==> config.mk <==
export PLATFORM = sky130hd
export DESIGN_NAME = tx_serializer
export DESIGN_NICKNAME = d
export VERILOG_FILES = /design/src/rtl/tx_ser_pkg.sv /design/src/rtl/lane_shifter.sv /design/src/rtl/tx_serializer.sv
export SDC_FILE = /design/constraint.sdc
export NUM_CORES = 1
export LEC_CHECK = 0
export ABC_AREA = 1
export BUFFER_PORTS_ARGS = -buffer_cell sky130_fd_sc_hd__buf_4
export CAP_MARGIN = 15
export CORE_MARGIN = 2
export CORE_UTILIZATION = 45
export DETAILED_ROUTE_END_ITERATION = 12
export HOLD_SLACK_MARGIN = 0.15
export PLACE_DENSITY = 0.67
export REMOVE_ABC_BUFFERS = 1
export SLEW_MARGIN = 20
export SYNTH_ARGS = -nofsm -noshare
export SYNTH_HDL_FRONTEND = slang
export SYNTH_SLANG_ARGS = --single-unit
==> constraint.sdc <==
create_clock -name clk_in -period 4.25 [get_ports clk_in]
set_input_delay 0.2125 -clock clk_in [delete_from_list [all_inputs] [get_ports clk_in]]
set_output_delay 0.2125 -clock clk_in [all_outputs]
set_load 0.02 [all_outputs]
==> src/rtl/tx_ser_pkg.sv <==
// Constants and carriers for the multi-lane transmit serializer.
// Assumes one 40 MHz system clock; link rates are enable pulses.
package tx_ser_pkg;
    localparam int NUM_LANES = 4;
    localparam int SER_FACTOR = 8;
    localparam int SER_FACTOR_MIN = 3;
    localparam int SER_FACTOR_MAX = 10;
    localparam int NUM_PHASES = 8;
    localparam int PHASE_STEP_DEG = 45;
    localparam int PHASE_W = 6;
    localparam int DIV_W = 5;
    localparam int BITCNT_W = 4;
    localparam logic [PHASE_W-1:0] PHASE_RESET = 6'h00;
    localparam logic [DIV_W-1:0] DIV_RESET = 5'h08;
    localparam logic [BITCNT_W-1:0] FACTOR_RESET = 4'h8;

    typedef struct packed {
        logic fclk_en;
        logic loaden;
        logic core_clk;
        logic [NUM_PHASES-1:0] vco_phase;
        logic pll_locked;
        logic fclk_shift_en;
        logic loaden_shift;
    } pll_clocks_t;

    typedef struct packed {
        logic align_on;
        logic [BITCNT_W-1:0] factor;
        logic [PHASE_W-1:0] phase_sel;
        logic [DIV_W-1:0] out_div;
    } tx_config_t;

    typedef enum logic [1:0] {
        ST_IDLE = 2'b00,
        ST_WAIT = 2'b01,
        ST_RUN = 2'b11
    } ser_state_t;
endpackage

==> src/rtl/lane_shifter.sv <==
// One serial lane: parallel load on the load pulse, MSB-first shift.
// Assumes load and shift enables are single-cycle pulses of clk_in.
`timescale 1ns/1ps
module lane_shifter
    import tx_ser_pkg::*;
#(
    parameter int WIDTH = SER_FACTOR_MAX
) (
    input wire logic clk_in,
    input wire logic rst_in,
    input wire logic load_in,
    input wire logic shift_in,
    input wire logic [BITCNT_W-1:0] factor_in,
    input wire logic [WIDTH-1:0] word_in,
    output logic bit_out
);
    logic [WIDTH-1:0] sh_reg;
    logic [WIDTH-1:0] sh_next;

    always_comb begin
        sh_next = sh_reg;
        if (load_in) begin
            // Left-justify so the word MSB leaves first
            sh_next = word_in << (WIDTH - int'(factor_in));
        end else if (shift_in) begin
            sh_next = {sh_reg[WIDTH-2:0], 1'b0};
        end
    end

    always_ff @(posedge clk_in) begin
        if (rst_in) begin
            sh_reg <= '0;
        end else begin
            sh_reg <= sh_next;
        end
    end

    assign bit_out = sh_reg[WIDTH-1];
endmodule

==> src/rtl/tx_serializer.sv <==
// Multi-lane transmit serializer with forwarded clock and core clock select.
// Assumes an external PLL supplies the fast, load and core rates as enables.
`timescale 1ns/1ps
module tx_serializer
    import tx_ser_pkg::*;
#(
    parameter int LANES = NUM_LANES,
    parameter int WMAX = SER_FACTOR_MAX
) (
    input wire logic clk_in,
    input wire logic rst_in,
    input wire pll_clocks_t pll_in,
    input wire tx_config_t cfg_in,
    input wire logic [LANES*WMAX-1:0] word_in,
    output logic [LANES-1:0] lanes_out,
    output logic fwd_clk_out,
    output logic core_clk_out,
    output logic word_taken_out,
    output logic cfg_error_out
);
    function automatic logic factor_ok(input logic [BITCNT_W-1:0] f);
        return (f >= BITCNT_W'(SER_FACTOR_MIN)) && (f <= BITCNT_W'(SER_FACTOR_MAX));
    endfunction

    ser_state_t st_reg, st_next;
    logic [BITCNT_W-1:0] bit_reg, bit_next;
    logic [8:0] ph_reg, ph_next;
    logic [DIV_W-1:0] div_reg, div_next;
    logic fwd_reg, fwd_next;
    logic core_reg, core_next;
    logic taken_reg, taken_next;
    logic err_reg, err_next;
    logic [LANES-1:0] lane_bits;
    logic load_go, shift_go, align_ok, delayed_edge;
    logic [2:0] sub_phase;
    logic [PHASE_W-4:0] bit_offset;

    // Alignment needs the VCO phases and lock from the PLL
    assign align_ok = cfg_in.align_on & pll_in.pll_locked & (|pll_in.vco_phase);
    assign load_go = pll_in.loaden & (st_reg != ST_IDLE) & factor_ok(cfg_in.factor);
    assign shift_go = pll_in.fclk_en & (st_reg == ST_RUN) & ~load_go;
    // Phase split into whole bits and 45 degree eighths
    assign sub_phase = cfg_in.phase_sel[2:0];
    assign bit_offset = cfg_in.phase_sel[PHASE_W-1:3];
    // Shifted fast copy marks the sub-bit edge off 180 multiples
    assign delayed_edge = (sub_phase[1:0] == 2'b00) ? pll_in.fclk_en : pll_in.fclk_shift_en;

    genvar g;
    generate
        for (g = 0; g < LANES; g++) begin : g_lane
            lane_shifter #(.WIDTH(WMAX)) u_lane (
                .clk_in(clk_in),
                .rst_in(rst_in),
                .load_in(load_go),
                .shift_in(shift_go),
                .factor_in(cfg_in.factor),
                .word_in(word_in[g*WMAX +: WMAX]),
                .bit_out(lane_bits[g])
            );
        end
    endgenerate

    always_comb begin
        st_next = st_reg;
        bit_next = bit_reg;
        ph_next = ph_reg;
        div_next = div_reg;
        fwd_next = fwd_reg;
        taken_next = 1'b0;
        err_next = ~factor_ok(cfg_in.factor);
        case (st_reg)
            ST_IDLE: st_next = ST_WAIT;
            ST_WAIT: if (load_go) st_next = ST_RUN;
            ST_RUN: if (err_next) st_next = ST_WAIT;
            default: st_next = ST_IDLE;
        endcase
        if (load_go) begin
            // Word boundary: forwarded clock edge lands on MSB only when bit_offset is zero and sub_phase is below 4
            bit_next = '0;
            div_next = '0;
            taken_next = 1'b1;
            fwd_next = (bit_offset == '0) && (sub_phase < 3'h4);
        end else if (shift_go) begin
            bit_next = bit_reg + BITCNT_W'(1);
            if (div_reg + DIV_W'(1) >= cfg_in.out_div) begin
                div_next = '0;
            end else begin
                div_next = div_reg + DIV_W'(1);
            end
            // High for the first half of each divided period, or the second half on a delayed edge with nonzero bit_offset
            fwd_next = ({1'b0, div_next} < {1'b0, cfg_in.out_div >> 1})
                ^ ((bit_offset != '0) && delayed_edge);
        end
        ph_next = {ph_reg[7:0], load_go};
        // Core clock source select
        core_next = align_ok ? pll_in.loaden : pll_in.core_clk;
    end

    always_ff @(posedge clk_in) begin
        if (rst_in) begin
            st_reg <= ST_IDLE;
            bit_reg <= '0;
            ph_reg <= '0;
            div_reg <= '0;
            fwd_reg <= 1'b0;
            core_reg <= 1'b0;
            taken_reg <= 1'b0;
            err_reg <= 1'b0;
            lanes_out <= '0;
        end else begin
            st_reg <= st_next;
            bit_reg <= bit_next;
            ph_reg <= ph_next;
            div_reg <= div_next;
            fwd_reg <= fwd_next;
            core_reg <= core_next;
            taken_reg <= taken_next;
            err_reg <= err_next;
            lanes_out <= lane_bits;
        end
    end

    assign fwd_clk_out = fwd_reg;
    assign core_clk_out = core_reg;
    assign word_taken_out = taken_reg;
    assign cfg_error_out = err_reg;

    chk_core_pass: assert property (@(posedge clk_in) disable iff (rst_in)
        !(cfg_in.align_on) |=> core_clk_out == $past(pll_in.core_clk))
        else $error("core clock not passed through");
    chk_core_align: assert property (@(posedge clk_in) disable iff (rst_in)
        align_ok |=> core_clk_out == $past(pll_in.loaden))
        else $error("aligned core clock not from load pulse");
    chk_load_taken: assert property (@(posedge clk_in) disable iff (rst_in)
        load_go |=> word_taken_out)
        else $error("load not acknowledged");
    chk_bad_factor: assert property (@(posedge clk_in) disable iff (rst_in)
        !factor_ok(cfg_in.factor) |=> cfg_error_out)
        else $error("bad factor not flagged");
    chk_no_bad_load: assert property (@(posedge clk_in) disable iff (rst_in)
        cfg_error_out |-> !word_taken_out)
        else $error("load with bad factor");
    chk_msb_first: assert property (@(posedge clk_in) disable iff (rst_in)
        load_go && factor_ok(cfg_in.factor) |=> ##1
        lanes_out[0] == $past(word_in[int'(cfg_in.factor)-1], 2))
        else $error("lane 0 did not start with MSB");
    chk_zero_edge: assert property (@(posedge clk_in) disable iff (rst_in)
        load_go && cfg_in.phase_sel == '0 |=> fwd_clk_out)
        else $error("forwarded edge not on MSB");
    chk_reset_idle: assert property (@(posedge clk_in)
        rst_in |=> st_reg == ST_IDLE && lanes_out == '0 && !fwd_clk_out)
        else $error("reset did not clear state");
    cov_load: cover property (@(posedge clk_in) disable iff (rst_in) load_go ##[1:20] load_go);
    cov_align: cover property (@(posedge clk_in) disable iff (rst_in) align_ok && load_go);
    cov_err: cover property (@(posedge clk_in) disable iff (rst_in) cfg_error_out);
endmodule

==> metrics.yaml <==
outcome:
  status: "finished clean"
place:
  hpwl_mm: 7.57
  placed_area_mm2: 0.00459
  port_buffers: 78
  place_inst: 803
  place_congestion: 0.842
global_route:
  grt_overflow_total: 0
  grt_usage_pct: 22.3
  gr-usage-met1_pct: 29.6
  grt_max_degree: 48
  grt_pass1_vias: 4090
  grt.busiest_layer: "met2"
  met3_usage_pct: 3.33
  antenna_found_initial: 0
  use_met2_pct: 38.7
  grt_pass1_wl_mm: 18.5
cells_and_area:
  fin_cells: 812
  final_layout_size_suffix_gt1_share_pct: 15.5
  largest_reg_flops: 40
  fin_util_pct: 53.8
  fin_area_mm2: 0.00469
  area_growth_pct: 15.6
  nets: 787
  antennaDiodeCount: 0
  fillers: 910
sta:
  worst_pin_slew_ns: 0.905
  skew_ns: 0.0165
  finalCritPeriodShare_pct: 69.9
  finalCriticalPeriod_ns: 2.97
  rsz0062_at_grt: "no"
  slew_violations: 0
  hold_viol: 0
  finalSetupTns_ns: 0
  relSlewSlack_pct: 39.5
  finalSetupViolCount: 0
  max_freq_ghz: 0.337
yosys:
  yosys_warnings: 0
  avgSynthCellArea_um2: 6.14
  synth_seq_area_share_pct: 27.1
  syn_inst: 661
  synth_cell_types: 35
  synth.cell_area_mm2: 0.00406
  ys_ff_latch: 55
drt:
  totalWireLength_mm: 10.8
  first_pass_iters: 6
  num_vias: 4597
  ant_nets: 0
  wire_per_inst_um: 13.3
  drt_iter0_markers: 318
  viasPerCell: 5.66
  remaining_drc_errors: 0
clock_tree:
  postCtsHoldBufs: 1
  clk_latency_ns: 0.31
  cts.reportedPaths.clkPinSlew_ns: 0.10
  cts-buffers-inserted: 5
  cts_buffer_depth: 2
  cts_tree: "built"
  cts_resized: 0
  cts_sinks: 55
  cts_max_level: 2
  post-cts-setup-buffer-count: 0
  cts_root_buf: "clkbuf_8"
min_path:
  hold_path.class: "in -> reg"
  hold_start: "cfg_in[7]"
  worstHoldPathCells: 4
  min_to: "fwd_clk_out$_SDFFE_PP0P_"
worst_setup_path:
  r2r_cells: 16
  end_kind: "flip-flop"
  worst_ep_required_time_ns: 4.50
  arrival_ns: 3.22
  reg2reg_to: "fwd_clk_out$_SDFFE_PP0P_"
  critPathKind: "reg -> reg"
  crit_path_start_kind: "flip-flop"
  timing.rr.start: "div_reg[0]$_SDFFE_PP0P_"
  r2r_setup_slack_ns: 1.28
  crit_fanout: 5
floorplan:
  die_area_mm2: 0.00980
  die_x_um: 99
  coreArea_mm2: 0.00872
  rows: 34
  start_util_pct: 46.6
  io_pins: 80
  die_h_um: 99
power:
  power_density_mw_per_mm2: 262
  power_leakage_uw: 0.00219
  ir_drop_v: 0.000224
  p_total_uw: 1230
flow_run:
  drv_cap: 0
## final cells by class
cell class                 instances  area (um2)  share of cell area, %
multi-input combinational        513        2560                   54.5
sequential                        55        1100                   23.5
timing repair buffer              86         648                   13.8
inverter                          42         159                   3.39
tap                              108         135                   2.88
clock buffer                       5        68.8                   1.47
clock inverter                     3        23.8                  0.507
## routing by layer
| layer | share of wire, % | vias to the layer above | routed length (um) |
|---|---|---|---|
| met5 | 0 | - | 0 |
| met1 | 46 | 2125 | 4980 |
| met2 | 48 | 115 | 5210 |
| li1 | - | 2347 | - |
| met4 | 1.1 | 0 | 116 |
| met3 | 4.9 | 10 | 527 |
## critical path: stages, from the launching register on
cell and delay, ns:
dfxtp_1 0.40, ha_1 0.21, nand3_1 0.10, xor2_1 0.18, inv_1 0.07, ha_1 0.29, a21oi_1 0.22, nand3_1 0.18
nor3_1 0.33, ha_1 0.31, nand3_1 0.08, nand2_1 0.05, nor2_1 0.16, nand2_1 0.07, nand2_1 0.05, nand3_1 0.06
a21oi_1 0.14
## power breakdown
part / switching [uW] / total (uW) / leakage (uW) / internal (uW)
logic: 232 / 375 / 0.00170 / 143
clock network: 177 / 295 / 0.0000408 / 118
registers: 13.0 / 560 / 0.000450 / 547
## synthesized netlist by cell type
master / number / area share (%)
nand3_1: 158 / 19
nand2_1: 126 / 12
o21ai_0: 88 / 11
dfxtp_1: 55 / 27
a21oi_1: 53 / 6.5
nor2_1: 38 / 3.5
inv_1: 37 / 3.4
clkbuf_1: 29 / 2.7
ha_1: 12 / 3.7
nand4_1: 9 / 1.4
buf_2: 8 / 0.99
buf_4: 6 / 1.1
o21ai_1: 6 / 0.74
buf_6: 4 / 1.1
inv_2: 4 / 0.37
buf_1: 3 / 0.28
o211ai_1: 3 / 0.55
a21oi_2: 2 / 0.43
nand2_2: 2 / 0.31
nor4_1: 2 / 0.31
xor2_1: 2 / 0.43
and3_1: 1 / 0.15
clkbuf_2: 1 / 0.12
clkinv_2: 1 / 0.12
nand2_4: 1 / 0.28
nand3_2: 1 / 0.25
nand3_4: 1 / 0.43
nor2_2: 1 / 0.15
nor2_8: 1 / 0.49
nor3_1: 1 / 0.12
o2111ai_1: 1 / 0.22
o21a_1: 1 / 0.18
o31ai_1: 1 / 0.18
or2_2: 1 / 0.15
xnor2_1: 1 / 0.22
## worst max path at each step
stage	to	from	depth (start not counted)	slack, ns
2_1_floorplan	g_lane[0].u_lane.sh_reg[9]$_SDFFE_PP0P_	cfg_in[11]	10	0.83
3_3_place_gp	g_lane[3].u_lane.sh_reg[8]$_SDFFE_PP0P_	cfg_in[11]	12	1.44
3_5_place_dp	fwd_clk_out$_SDFFE_PP0P_	div_reg[0]$_SDFFE_PP0P_	15	1.35
4_1_cts	fwd_clk_out$_SDFFE_PP0P_	div_reg[0]$_SDFFE_PP0P_	16	1.31
5_1_grt	fwd_clk_out$_SDFFE_PP0P_	div_reg[0]$_SDFFE_PP0P_	16	1.03
6_report	fwd_clk_out$_SDFFE_PP0P_	div_reg[0]$_SDFFE_PP0P_	16	1.28
## cells by family after synthesis
logic type,share of synthesized area (%)
AND/OR/NAND/NOR,38.7
adder cells (fa/ha/maj),3.70
buffers and inverters,10.2
flip-flops,27.1
XOR/XNOR,0.647
AO/OA/AOI/OAI,19.7
## cells in the final DEF (no fill, tap or decap), types with 2 or more instances in the layout
master,synthesis,routed
buf_4,6,85
inv_1,37,37
clkinvlp_4,0,2
nand2_1,126,126
nand2_2,2,2
o211ai_1,3,3
xor2_1,2,2
nand3_1,158,158
dfxtp_1,55,55
a21oi_1,53,53
a21oi_2,2,2
inv_2,4,4
clkbuf_8,0,5
ha_1,12,12
nor2_1,38,38
nand4_1,9,9
o21ai_1,6,5
o21ai_0,88,88
nor4_1,2,2
## through the flow
step	hold slack, ns	worst slack, ns
finish	0.178	1.28
global route	0.189	1.03
detailed placement	0.407	1.35
floorplan	0.282	0.831
CTS	0.172	1.31
global placement	0.407	1.44
Note: power is estimated with default switching activity, not from simulation.
